**config.mk**
```make
export PLATFORM = sky130hd
export DESIGN_NAME = iacarh_handler
export DESIGN_NICKNAME = d
export VERILOG_FILES = /design/src/iacarh_pkg.sv /design/src/iacarh_table_mem.sv /design/src/iacarh_handler.sv
export SDC_FILE = /design/constraint.sdc
export NUM_CORES = 1
export LEC_CHECK = 0
export BUFFER_PORTS_ARGS = -buffer_cell sky130_fd_sc_hd__buf_2
export CAP_MARGIN = 20
export CORE_ASPECT_RATIO = 1.25
export CORE_MARGIN = 10
export CORE_UTILIZATION = 35
export CTS_CLUSTER_DIAMETER = 100
export CTS_CLUSTER_SIZE = 24
export DETAILED_ROUTE_END_ITERATION = 8
export HOLD_SLACK_MARGIN = 0.05
export SLEW_MARGIN = 20
export SYNTH_ARGS = -nofsm -noshare
export SYNTH_HDL_FRONTEND = slang
export SYNTH_SLANG_ARGS = --single-unit
```
**constraint.sdc**
```tcl
create_clock -name i_clk_sys -period 8.2 [get_ports i_clk_sys]
set_clock_uncertainty 0.05 [all_clocks]
set_input_delay 0.41 -clock i_clk_sys [delete_from_list [all_inputs] [get_ports i_clk_sys]]
set_output_delay 0.41 -clock i_clk_sys [all_outputs]
set_load 0.05 [all_outputs]
```
**src/iacarh_pkg.sv**
```systemverilog
// Functional notes
// - ack payload: byte0 message code, byte1 subcode, bytes2-3 tag, byte4 return code
// - return code 00h success, 01h task not found, 04h overlapped messages
// - return code 20h no allegiance condition, FFh invalid field, others reserved
// - an ack is also accepted as the answer to a faulty command
// - a link reset leaves every protocol construct untouched
// - absolute or power-on reset reinitialises and clears all constructs
// - total or local reset clears everything and restores saved conditions
// - every frame is tagged; untagged queue type never goes out
// - untagged emulation: one command per unit, reused tag, simple queue
// - normal allegiance bit clear means emulate classic contingent allegiance
// - check condition status copies destination and unit from table into entry, holds queue
// - allegiance-active status requeues the command in its original order
// - command to held destination and unit goes out with allegiance queue type
// - while an entry exists, further command requests are held; one allegiance-typed command to the held unit is still admitted
// - status for recorded tag sends clear request; its ack empties entry
// - entry holds tag, eight-byte destination id and logical unit
// - per-command confirm bit enables confirmed status for that command only
// - the ack answers every task management request
// - clear request carries code, subcode 34h, tag, reply path id and unit
package iacarh_pkg;
	localparam logic [7:0]  MSG_CODE        = 8'h83;
	localparam logic [7:0]  SUB_ACK         = 8'h03;
	localparam logic [7:0]  SUB_CLEAR       = 8'h34;
	localparam logic [7:0]  RC_OK           = 8'h00;
	localparam logic [7:0]  RC_NO_TASK      = 8'h01;
	localparam logic [7:0]  RC_OVERLAP      = 8'h04;
	localparam logic [7:0]  RC_NO_ACA       = 8'h20;
	localparam logic [7:0]  RC_INVALID      = 8'hff;
	// scsi status values seen in status messages
	localparam logic [7:0]  STAT_CHECK      = 8'h02;
	localparam logic [7:0]  STAT_ACA_ACTIVE = 8'h30;
	// outstanding command table geometry
	localparam int          TBL_AW          = 3;
	localparam int          TBL_DEPTH       = 8;
	// tags the block owns itself
	localparam logic [7:0]  UNTAG_TAG_HI    = 8'hff;
	localparam logic [15:0] CLEAR_TAG       = 16'hfff0;
	// register map
	localparam int          REG_AW          = 8;
	localparam logic [7:0]  REG_PATH        = 8'h00;
	localparam logic [7:0]  REG_STATUS      = 8'h04;
	localparam logic [7:0]  REG_ENTRY       = 8'h08;
	localparam int          ST_HOLD_BIT     = 0;
	localparam int          ST_ERR_BIT      = 1;
	localparam int          ST_RC_LSB       = 8;
	localparam logic [31:0] PATH_RST        = 32'h0000_0000;

	typedef enum logic [2:0] {
		Q_UNTAGGED,
		Q_SIMPLE,
		Q_ORDERED,
		Q_HEAD,
		Q_ACA
	} iacarh_queue_type;

	typedef enum logic [1:0] {
		ST_IDLE,
		ST_LOOKUP,
		ST_CLR_SEND,
		ST_CLR_WAIT
	} iacarh_state_type;

	// command request from the application client
	typedef struct packed {
		logic [15:0]      tag;
		logic [63:0]      dest_id;
		logic [7:0]       lun;
		iacarh_queue_type queue;
		logic             normal_allegiance_bit;
		logic             confirm;
	} iacarh_cmd_type;

	// outgoing link_message: command or clear request
	typedef struct packed {
		logic             is_clear;
		logic [15:0]      tag;
		logic [63:0]      dest_id;
		logic [7:0]       lun;
		iacarh_queue_type queue_type_field;
		logic             confirm;
		logic [31:0]      reply_path_id;
	} iacarh_tx_type;

	// incoming link_message: status or acknowledgement payload
	typedef struct packed {
		logic             is_status;
		logic [15:0]      tag;
		logic [7:0]       status;
		logic [4:0][7:0]  ack_bytes;
	} iacarh_rx_type;

	// decoded acknowledgement
	typedef struct packed {
		logic [15:0] tag;
		logic [7:0]  code;
		logic        ok;
		logic        task_not_found;
		logic        overlapped;
		logic        no_aca;
		logic        invalid;
		logic        reserved;
	} iacarh_ack_type;

	// stored per outstanding command
	typedef struct packed {
		logic [63:0] dest_id;
		logic [7:0]  lun;
		logic        normal_allegiance_bit;
	} iacarh_entry_type;
endpackage : iacarh_pkg

```
**src/iacarh_table_mem.sv**
```systemverilog
`timescale 1ns/1ps
`default_nettype none
module iacarh_table_mem (
	input  wire logic                          i_clk_sys,
	input  wire logic                          i_reset,
	input  wire logic                          i_we,
	input  wire logic [iacarh_pkg::TBL_AW-1:0] i_waddr,
	input  wire iacarh_pkg::iacarh_entry_type  i_wdata,
	input  wire logic [iacarh_pkg::TBL_AW-1:0] i_raddr,
	output var  iacarh_pkg::iacarh_entry_type  o_rdata
);
	import iacarh_pkg::*;

	iacarh_entry_type mem_r [TBL_DEPTH];
	iacarh_entry_type rdata_r;

	// storage array, data only, validity lives with the caller
	always_ff @(posedge i_clk_sys) begin
		if (i_we) begin
			mem_r[i_waddr] <= i_wdata;
		end
	end

	// registered read port
	always_ff @(posedge i_clk_sys) begin
		if (i_reset) begin
			rdata_r <= '0;
		end else begin
			rdata_r <= mem_r[i_raddr];
		end
	end

	assign o_rdata = rdata_r;
endmodule : iacarh_table_mem
`default_nettype wire

```
**src/iacarh_handler.sv**
```systemverilog
`timescale 1ns/1ps
`default_nettype none
module iacarh_handler (
	input  wire logic                          i_clk_sys,
	input  wire logic                          i_reset,
	input  wire logic                          i_link_reset,
	input  wire logic                          i_hard_reset,
	input  wire logic                          i_local_reset,
	input  wire logic                          i_cmd_valid,
	input  wire iacarh_pkg::iacarh_cmd_type    i_cmd,
	output logic                               o_cmd_ready,
	output logic                               o_tx_valid,
	output var  iacarh_pkg::iacarh_tx_type     o_tx,
	input  wire logic                          i_tx_ready,
	input  wire logic                          i_rx_valid,
	input  wire iacarh_pkg::iacarh_rx_type     i_rx,
	output logic                               o_rx_ready,
	output logic                               o_ack_valid,
	output var  iacarh_pkg::iacarh_ack_type    o_ack,
	output logic                               o_requeue_valid,
	output logic [15:0]                        o_requeue_tag,
	output logic                               o_queue_hold,
	output logic                               o_proto_err,
	output logic                               o_restore_saved,
	input  wire logic [iacarh_pkg::REG_AW-1:0] i_reg_addr,
	input  wire logic [31:0]                   i_reg_wdata,
	input  wire logic                          i_reg_wr,
	input  wire logic                          i_reg_rd,
	output logic [31:0]                        o_reg_rdata
);
	import iacarh_pkg::*;

	function automatic logic rc_reserved(input logic [7:0] code);
		rc_reserved = !(code == RC_OK || code == RC_NO_TASK ||
			code == RC_OVERLAP || code == RC_NO_ACA || code == RC_INVALID);
	endfunction : rc_reserved

	iacarh_state_type       state_r,       state_nxt;
	logic                   ent_valid_r,   ent_valid_nxt;
	logic                   ent_aca_r,     ent_aca_nxt;
	logic [15:0]            ent_tag_r,     ent_tag_nxt;
	logic [63:0]            ent_dest_r,    ent_dest_nxt;
	logic [7:0]             ent_lun_r,     ent_lun_nxt;
	logic [TBL_DEPTH-1:0]   busy_r,        busy_nxt;
	logic [TBL_DEPTH-1:0]   busy_set,      busy_clr;
	logic                   tx_valid_r,    tx_valid_nxt;
	iacarh_tx_type          tx_r,          tx_nxt;
	logic [15:0]            st_tag_r,      st_tag_nxt;
	logic [7:0]             st_val_r,      st_val_nxt;
	logic                   ack_valid_r,   ack_valid_nxt;
	iacarh_ack_type         ack_r,         ack_nxt;
	logic                   rq_valid_r,    rq_valid_nxt;
	logic [15:0]            rq_tag_r,      rq_tag_nxt;
	logic                   restore_r,     restore_nxt;
	logic                   err_r,         err_nxt;
	logic                   err_set;
	logic [7:0]             last_rc_r,     last_rc_nxt;
	logic [31:0]            path_r,        path_nxt;
	logic [31:0]            rdata_r,       rdata_nxt;
	logic                   mem_we;
	iacarh_entry_type       mem_wdata;
	iacarh_entry_type       mem_rd;
	logic [TBL_AW-1:0]      mem_raddr;
	logic [15:0]            eff_tag;
	iacarh_queue_type       eff_queue;
	logic [TBL_AW-1:0]      cmd_idx;
	logic                   hits_entry;
	logic                   cmd_fire;
	logic                   rx_fire;
	logic                   clr;
	logic [15:0]            ack_tag;
	logic [TBL_AW-1:0]      ack_idx;
	logic [TBL_AW-1:0]      st_idx;

	// untagged requests reuse one tag per unit and go out as simple
	always_comb begin
		if (i_cmd.queue == Q_UNTAGGED) begin
			eff_tag   = {UNTAG_TAG_HI, i_cmd.lun};
			eff_queue = Q_SIMPLE;
		end else begin
			eff_tag   = i_cmd.tag;
			eff_queue = i_cmd.queue;
		end
	end

	assign cmd_idx    = eff_tag[TBL_AW-1:0];
	assign hits_entry = ent_valid_r && (i_cmd.dest_id == ent_dest_r) &&
		(i_cmd.lun == ent_lun_r);
	// a held queue admits just one allegiance-typed command
	assign o_cmd_ready = (state_r == ST_IDLE) && !tx_valid_r &&
		!busy_r[cmd_idx] && (!ent_valid_r || (hits_entry && !ent_aca_r));
	assign o_rx_ready = (state_r == ST_IDLE) ||
		((state_r == ST_CLR_WAIT) && !i_rx.is_status);
	assign cmd_fire  = i_cmd_valid && o_cmd_ready;
	assign rx_fire   = i_rx_valid && o_rx_ready;
	// link reset is deliberately absent here
	assign clr       = i_hard_reset || i_local_reset;
	assign ack_tag   = {i_rx.ack_bytes[2], i_rx.ack_bytes[3]};
	assign ack_idx   = ack_tag[TBL_AW-1:0];
	assign st_idx    = st_tag_r[TBL_AW-1:0];
	assign mem_raddr = i_rx.tag[TBL_AW-1:0];
	assign mem_wdata = '{dest_id: i_cmd.dest_id, lun: i_cmd.lun,
		normal_allegiance_bit: i_cmd.normal_allegiance_bit};

	// outstanding table slot flags, set wins over clear
	genvar gi;
	generate
		for (gi = 0; gi < TBL_DEPTH; gi++) begin : g_busy
			assign busy_nxt[gi] = clr ? 1'b0 :
				(busy_set[gi] | (busy_r[gi] & ~busy_clr[gi]));
		end
	endgenerate

	iacarh_table_mem u_table (
		.i_clk_sys (i_clk_sys),
		.i_reset   (i_reset),
		.i_we      (mem_we),
		.i_waddr   (cmd_idx),
		.i_wdata   (mem_wdata),
		.i_raddr   (mem_raddr),
		.o_rdata   (mem_rd)
	);

	// protocol sequencing: commands, status, clear exchange, acks
	always_comb begin
		state_nxt     = state_r;
		ent_valid_nxt = ent_valid_r;
		ent_aca_nxt   = ent_aca_r;
		ent_tag_nxt   = ent_tag_r;
		ent_dest_nxt  = ent_dest_r;
		ent_lun_nxt   = ent_lun_r;
		busy_set      = '0;
		busy_clr      = '0;
		tx_valid_nxt  = tx_valid_r && !i_tx_ready;
		tx_nxt        = tx_r;
		st_tag_nxt    = st_tag_r;
		st_val_nxt    = st_val_r;
		ack_valid_nxt = 1'b0;
		ack_nxt       = ack_r;
		rq_valid_nxt  = 1'b0;
		rq_tag_nxt    = rq_tag_r;
		restore_nxt   = 1'b0;
		err_set       = 1'b0;
		last_rc_nxt   = last_rc_r;
		mem_we        = 1'b0;
		if (cmd_fire) begin
			tx_valid_nxt = 1'b1;
			tx_nxt = '{is_clear: 1'b0, tag: eff_tag, dest_id: i_cmd.dest_id,
				lun: i_cmd.lun,
				queue_type_field: ent_valid_r ? Q_ACA : eff_queue,
				confirm: i_cmd.confirm,
				reply_path_id: path_r};
			busy_set[cmd_idx] = 1'b1;
			mem_we = 1'b1;
			if (ent_valid_r) begin
				ent_aca_nxt = 1'b1;
				ent_tag_nxt = eff_tag;
			end
		end
		case (state_r)
			ST_IDLE: begin
				if (rx_fire && i_rx.is_status) begin
					st_tag_nxt = i_rx.tag;
					st_val_nxt = i_rx.status;
					state_nxt  = ST_LOOKUP;
				end
			end
			ST_LOOKUP: begin
				state_nxt = ST_IDLE;
				busy_clr[st_idx] = 1'b1;
				if (!busy_r[st_idx]) begin
					err_set = 1'b1;
				end else if (st_val_r == STAT_ACA_ACTIVE) begin
					rq_valid_nxt = 1'b1;
					rq_tag_nxt   = st_tag_r;
				end else if (ent_valid_r && ent_aca_r &&
					st_tag_r == ent_tag_r) begin
					state_nxt = ST_CLR_SEND;
				end else if (st_val_r == STAT_CHECK && !ent_valid_r &&
					!mem_rd.normal_allegiance_bit) begin
					ent_valid_nxt = 1'b1;
					ent_aca_nxt   = 1'b0;
					ent_dest_nxt  = mem_rd.dest_id;
					ent_lun_nxt   = mem_rd.lun;
				end
			end
			ST_CLR_SEND: begin
				if (!tx_valid_r) begin
					tx_valid_nxt = 1'b1;
					tx_nxt = '{is_clear: 1'b1, tag: CLEAR_TAG,
						dest_id: ent_dest_r, lun: ent_lun_r,
						queue_type_field: Q_SIMPLE, confirm: 1'b0,
						reply_path_id: path_r};
					state_nxt = ST_CLR_WAIT;
				end
			end
			default: begin
			end
		endcase
		// acknowledgement decode, also answers to faulty commands
		if (rx_fire && !i_rx.is_status) begin
			if (i_rx.ack_bytes[0] != MSG_CODE ||
				i_rx.ack_bytes[1] != SUB_ACK) begin
				err_set = 1'b1;
			end else begin
				ack_valid_nxt = 1'b1;
				ack_nxt = '{tag: ack_tag, code: i_rx.ack_bytes[4],
					ok: i_rx.ack_bytes[4] == RC_OK,
					task_not_found: i_rx.ack_bytes[4] == RC_NO_TASK,
					overlapped: i_rx.ack_bytes[4] == RC_OVERLAP,
					no_aca: i_rx.ack_bytes[4] == RC_NO_ACA,
					invalid: i_rx.ack_bytes[4] == RC_INVALID,
					reserved: rc_reserved(i_rx.ack_bytes[4])};
				last_rc_nxt = i_rx.ack_bytes[4];
				if (rc_reserved(i_rx.ack_bytes[4])) begin
					err_set = 1'b1;
				end else if (state_r == ST_CLR_WAIT &&
					ack_tag == CLEAR_TAG) begin
					ent_valid_nxt = 1'b0;
					ent_aca_nxt   = 1'b0;
					state_nxt     = ST_IDLE;
				end else if (busy_r[ack_idx]) begin
					busy_clr[ack_idx] = 1'b1;
				end else begin
					err_set = 1'b1;
				end
			end
		end
		if (clr) begin
			state_nxt     = ST_IDLE;
			ent_valid_nxt = 1'b0;
			ent_aca_nxt   = 1'b0;
			tx_valid_nxt  = 1'b0;
			rq_valid_nxt  = 1'b0;
			restore_nxt   = i_local_reset;
		end
	end

	// register the sequencing state
	always_ff @(posedge i_clk_sys) begin
		if (i_reset) begin
			state_r     <= ST_IDLE;
			ent_valid_r <= 1'b0;
			ent_aca_r   <= 1'b0;
			ent_tag_r   <= '0;
			ent_dest_r  <= '0;
			ent_lun_r   <= '0;
			busy_r      <= '0;
			tx_valid_r  <= 1'b0;
			tx_r        <= '0;
			st_tag_r    <= '0;
			st_val_r    <= '0;
			ack_valid_r <= 1'b0;
			ack_r       <= '0;
			rq_valid_r  <= 1'b0;
			rq_tag_r    <= '0;
			restore_r   <= 1'b0;
			last_rc_r   <= '0;
		end else begin
			state_r     <= state_nxt;
			ent_valid_r <= ent_valid_nxt;
			ent_aca_r   <= ent_aca_nxt;
			ent_tag_r   <= ent_tag_nxt;
			ent_dest_r  <= ent_dest_nxt;
			ent_lun_r   <= ent_lun_nxt;
			busy_r      <= busy_nxt;
			tx_valid_r  <= tx_valid_nxt;
			tx_r        <= tx_nxt;
			st_tag_r    <= st_tag_nxt;
			st_val_r    <= st_val_nxt;
			ack_valid_r <= ack_valid_nxt;
			ack_r       <= ack_nxt;
			rq_valid_r  <= rq_valid_nxt;
			rq_tag_r    <= rq_tag_nxt;
			restore_r   <= restore_nxt;
			last_rc_r   <= last_rc_nxt;
		end
	end

	// software registers: reply path, sticky error, read mux
	always_comb begin
		path_nxt = path_r;
		err_nxt  = err_r;
		rdata_nxt = '0;
		if (i_reg_wr && i_reg_addr == REG_PATH) begin
			path_nxt = i_reg_wdata;
		end
		if (i_reg_wr && i_reg_addr == REG_STATUS && i_reg_wdata[ST_ERR_BIT]) begin
			err_nxt = 1'b0;
		end
		if (err_set) begin
			err_nxt = 1'b1; // set beats clear
		end
		if (i_reg_rd) begin
			if (i_reg_addr == REG_PATH) begin
				rdata_nxt = path_r;
			end else if (i_reg_addr == REG_STATUS) begin
				rdata_nxt[ST_HOLD_BIT] = ent_valid_r;
				rdata_nxt[ST_ERR_BIT]  = err_r;
				rdata_nxt[ST_RC_LSB+7:ST_RC_LSB] = last_rc_r;
			end else if (i_reg_addr == REG_ENTRY) begin
				rdata_nxt = {ent_valid_r, ent_aca_r, 6'h00, ent_lun_r, ent_tag_r};
			end else begin
				rdata_nxt = '0;
			end
		end
	end

	always_ff @(posedge i_clk_sys) begin
		if (i_reset) begin
			path_r  <= PATH_RST;
			err_r   <= 1'b0;
			rdata_r <= '0;
		end else begin
			path_r  <= path_nxt;
			err_r   <= err_nxt;
			rdata_r <= rdata_nxt;
		end
	end

	// outputs
	assign o_tx_valid      = tx_valid_r;
	assign o_tx            = tx_r;
	assign o_ack_valid     = ack_valid_r;
	assign o_ack           = ack_r;
	assign o_requeue_valid = rq_valid_r;
	assign o_requeue_tag   = rq_tag_r;
	assign o_queue_hold    = ent_valid_r;
	assign o_proto_err     = err_r;
	assign o_restore_saved = restore_r;
	assign o_reg_rdata     = rdata_r;
endmodule : iacarh_handler
`default_nettype wire

```
==> results.py <==
metrics = {
    "synth": {
        "syn-cell-area_sq_um": 39100,
        "ys_ff_latch": 1021,
        "synthCells": 2837,
        "async_flop_share": 0,
        "ys_seq_area_frac": 0.671,
        "ys.flop_type": "edfxtp_1",
        "synth-edff-count": 584,
        "syn_avg_cell_area_sq_um": 13.8,
        "synth_warnings": 0,
        "ys_types": 65,
        "syn_nets": 3045,
    },
    "clock_network": {
        "cts_made_buffers": 50,
        "clk_latency_ps": 670,
        "cts_setup_buffers": 0,
        "clk_path_buf_depth": 3,
        "cts_tree": "built",
        "clkTransAtPathRegs_ps": 100,
        "htreeDepth": 2,
        "cts-resized-gates": 0,
        "cts-root-buf": "clkbuf_16",
        "cts_num_sinks": 1021,
    },
    "setup_path": {
        "path_max_fanout": 37,
        "path_cells": "dlygate4sd3_1 -> buf_2 -> xnor2_1 -> nand4_1 -> nor4_1 -> nand3_1 -> o41ai_2 -> nand2_1 -> nor3_2 -> buf_4 -> buf_4",
        "r2r-end": "u_table.mem_r[0][42]",
        "slowest_delay_ps": 700,
        "crit_path_end_kind": "flop",
        "r2r-start": "ent_lun_r[6]",
        "crit_required_ps": 8440,
        "crit_buf_inv": 4,
        "setup.worst_path.start_class": "input port",
        "rrSetupSlack_ps": 2930,
        "ff2ff_path_depth": 9,
        "slowest_stage": "buf_4",
        "critPathTopFamily": "simple AND/OR/NAND/NOR gates",
        "criticalPathCategory": "in -> reg",
        "path_common_cell": "buf_4",
        "cp_data_arrival_time_ps": 5630,
    },
    "power": {
        "vdd_drop_max_uv": 169,
        "cellLeakagePower_nw": 16.1,
        "finalPower_w": 0.00932,
        "p_per_area_nw_per_um2": 204,
    },
    "global_routing": {
        "overflow": 0,
        "antenna_found_initial": 9,
        "grt_pass1_vias": 25717,
        "grt_pass1_wl_mm": 182,
        "grt_usage": 0.192,
        "grt_max_degree": 177,
    },
    "timing": {
        "max_freq_mhz": 185,
        "setup-violations-final": 0,
        "min_period_over_period": 0.658,
        "fin_crit_ps": 5400,
        "rsz0062_at_grt": "false",
        "fin_tns_setup_ps": 0,
        "worst_slew_pin_slew_ps": 1100,
        "relSlewSlack": 0.267,
        "worst_slack_ps": 2800,
        "drv_slew": 0,
        "hold_violations": 0,
    },
    "cells_and_area": {
        "area_growth_pct": 16.9,
        "final_common_cell": "edfxtp_1",
        "drive_gt1_frac": 0.211,
        "nets": 3498,
        "final_cell_mix": "edfxtp_1, dfxtp_1, buf_2, nand2_1, nor2_1",
    },
    "placement": {
        "gp_congestion": 0.885,
        "portBuffers": 417,
        "dpl.hpwl_mm": 79.7,
        "dp_slack_ps": 2710,
    },
    "drt": {
        "num_vias": 25868,
        "drc": 0,
        "ant_nets": 0,
        "wl_per_cell_um": 26.1,
        "drt_wl_total_mm": 125,
        "viasPerCell": 5.40,
        "dr.pass1.iters": 6,
        "first_iter_violations": 2536,
    },
    "worst_hold_path": {
        "hold_depth": 1,
        "min_to": "u_table.mem_r[2][14]",
        "min_path_type": "in -> reg",
        "hp-start": "i_cmd[18]",
    },
    "die": {
        "rows": 137,
        "fp.dieW_um": 319,
        "start_util": 0.351,
        "dieArea_sq_um": 126000,
        "ios": 419,
        "core-area_sq_um": 111000,
        "chipHeight_um": 394,
    },
    "run": {
        "maxCapViolations": 0,
    },
    "status": {
        "status": "finished, final reports clean",
    },
}
[worst max-delay path by stage]
stage	from	endpoint	slack (ps)	cells after the start
after floorplan	i_cmd[4]	u_table.mem_r[2][0]	460	10
after global placement	i_cmd[11]	u_table.mem_r[0][2]	2760	10
after detailed placement	i_cmd[11]	u_table.mem_r[0][50]	2710	10
after CTS	i_cmd[11]	u_table.mem_r[0][2]	2770	11
after global routing	i_cmd[11]	u_table.mem_r[0][2]	2500	11
final	i_cmd[11]	u_table.mem_r[0][42]	2800	11
[cell type report]
type	count	area (sq um)
inverter	19	71.3
sequential	1021	26300
antenna	4	10.0
multi-input combinational	1586	12000
clock buffer	81	1410
clock inverter	8	77.6
fill	10471	65700
timing repair buffer	612	4030
tap	1459	1830
[layer usage]
metal	GRT usage	share of wire	vias to the layer above
li1	-	-	11473
met1	0.246	0.41	13229
met2	0.325	0.48	1001
met3	0.0367	0.070	163
met4	0.0607	0.034	2
met5	0	0.00010	-
[worst register-to-register path, cell delays in order (launching register included)]
cell and delay (ps):
dfxtp_1 380, xnor2_1 560, nand4_1 430, nor4_1 650
nand3_1 210, o41ai_2 650, nand2_1 490, nor3_2 270
buf_4 480, buf_4 720
[kinds of logic after synthesis]
logic type      share of synthesized area
simple gates                       0.0869
flops                               0.671
mux                                 0.127
buf+inv                            0.0235
xor+xnor                           0.0170
compound gates                     0.0742
[Yosys cell counts (16+ instances only)]
| cell type | instances | share of area |
|---|---|---|
| a21oi_1 | 148 | 0.019 |
| o21ai_0 | 72 | 0.0092 |
| buf_2 | 17 | 0.0022 |
| xor2_1 | 28 | 0.0063 |
| nand3_1 | 81 | 0.010 |
| nand2_1 | 281 | 0.027 |
| a211oi_1 | 25 | 0.0048 |
| buf_1 | 28 | 0.0027 |
| a31oi_1 | 23 | 0.0037 |
| dfxtp_1 | 437 | 0.22 |
| edfxtp_1 | 584 | 0.45 |
| a311oi_1 | 94 | 0.021 |
| mux2i_1 | 161 | 0.041 |
| inv_1 | 19 | 0.0018 |
| mux4_2 | 148 | 0.085 |
| nand2b_1 | 75 | 0.012 |
| nor2_1 | 233 | 0.022 |
| nand4_1 | 18 | 0.0029 |
| a22o_1 | 16 | 0.0036 |
| clkbuf_1 | 160 | 0.015 |
| xnor2_1 | 48 | 0.011 |
| nor3_1 | 17 | 0.0022 |
[registers in the layout (all words and copies together), names as in the netlist, 2 cells and up]
| register | flops |
|---|---|
| busy_r | 8 |
| ent_dest_r | 64 |
| ent_lun_r | 8 |
| ent_tag_r | 16 |
| last_rc_r | 8 |
| o_ack | 22 |
| o_reg_rdata | 32 |
| o_requeue_tag | 16 |
| o_tx | 125 |
| path_r | 32 |
| st_tag_r | 16 |
| st_val_r | 8 |
| state_r | 2 |
| u_table.mem_r | 584 |
| u_table.o_rdata | 73 |
[report_power, final]
group	total, W	switching, W	internal (W)
combinational	0.000859	0.000563	0.000295
sequential	0.00559	0.0000531	0.00553
clock	0.00287	0.00167	0.00121
total	0.00932	0.00228	0.00704
[metrics by stage]
stage / hold slack (ps) / instance area (sq um) / instances / util
2_1_floorplan: 367 / 39100 / 2837 / -
3_3_place_gp: 371 / 42800 / 4549 / 0.384
3_5_place_dp: 375 / 42800 / 4549 / 0.384
4_1_cts: 57.0 / 45700 / 4786 / 0.410
5_1_grt: 72.7 / 45700 / 4788 / 0.411
6_report: 95.4 / 45700 / 4790 / 0.411
[repair_timing]
| action | 4_1_cts | 5_1_grt |
|---|---|---|
| endpoints found under the hold margin | 637 | 0 |
| hold buffers | 148 | 0 |
| endpoints found under the setup margin | 0 | 0 |
(Power assumes the default switching activity.)
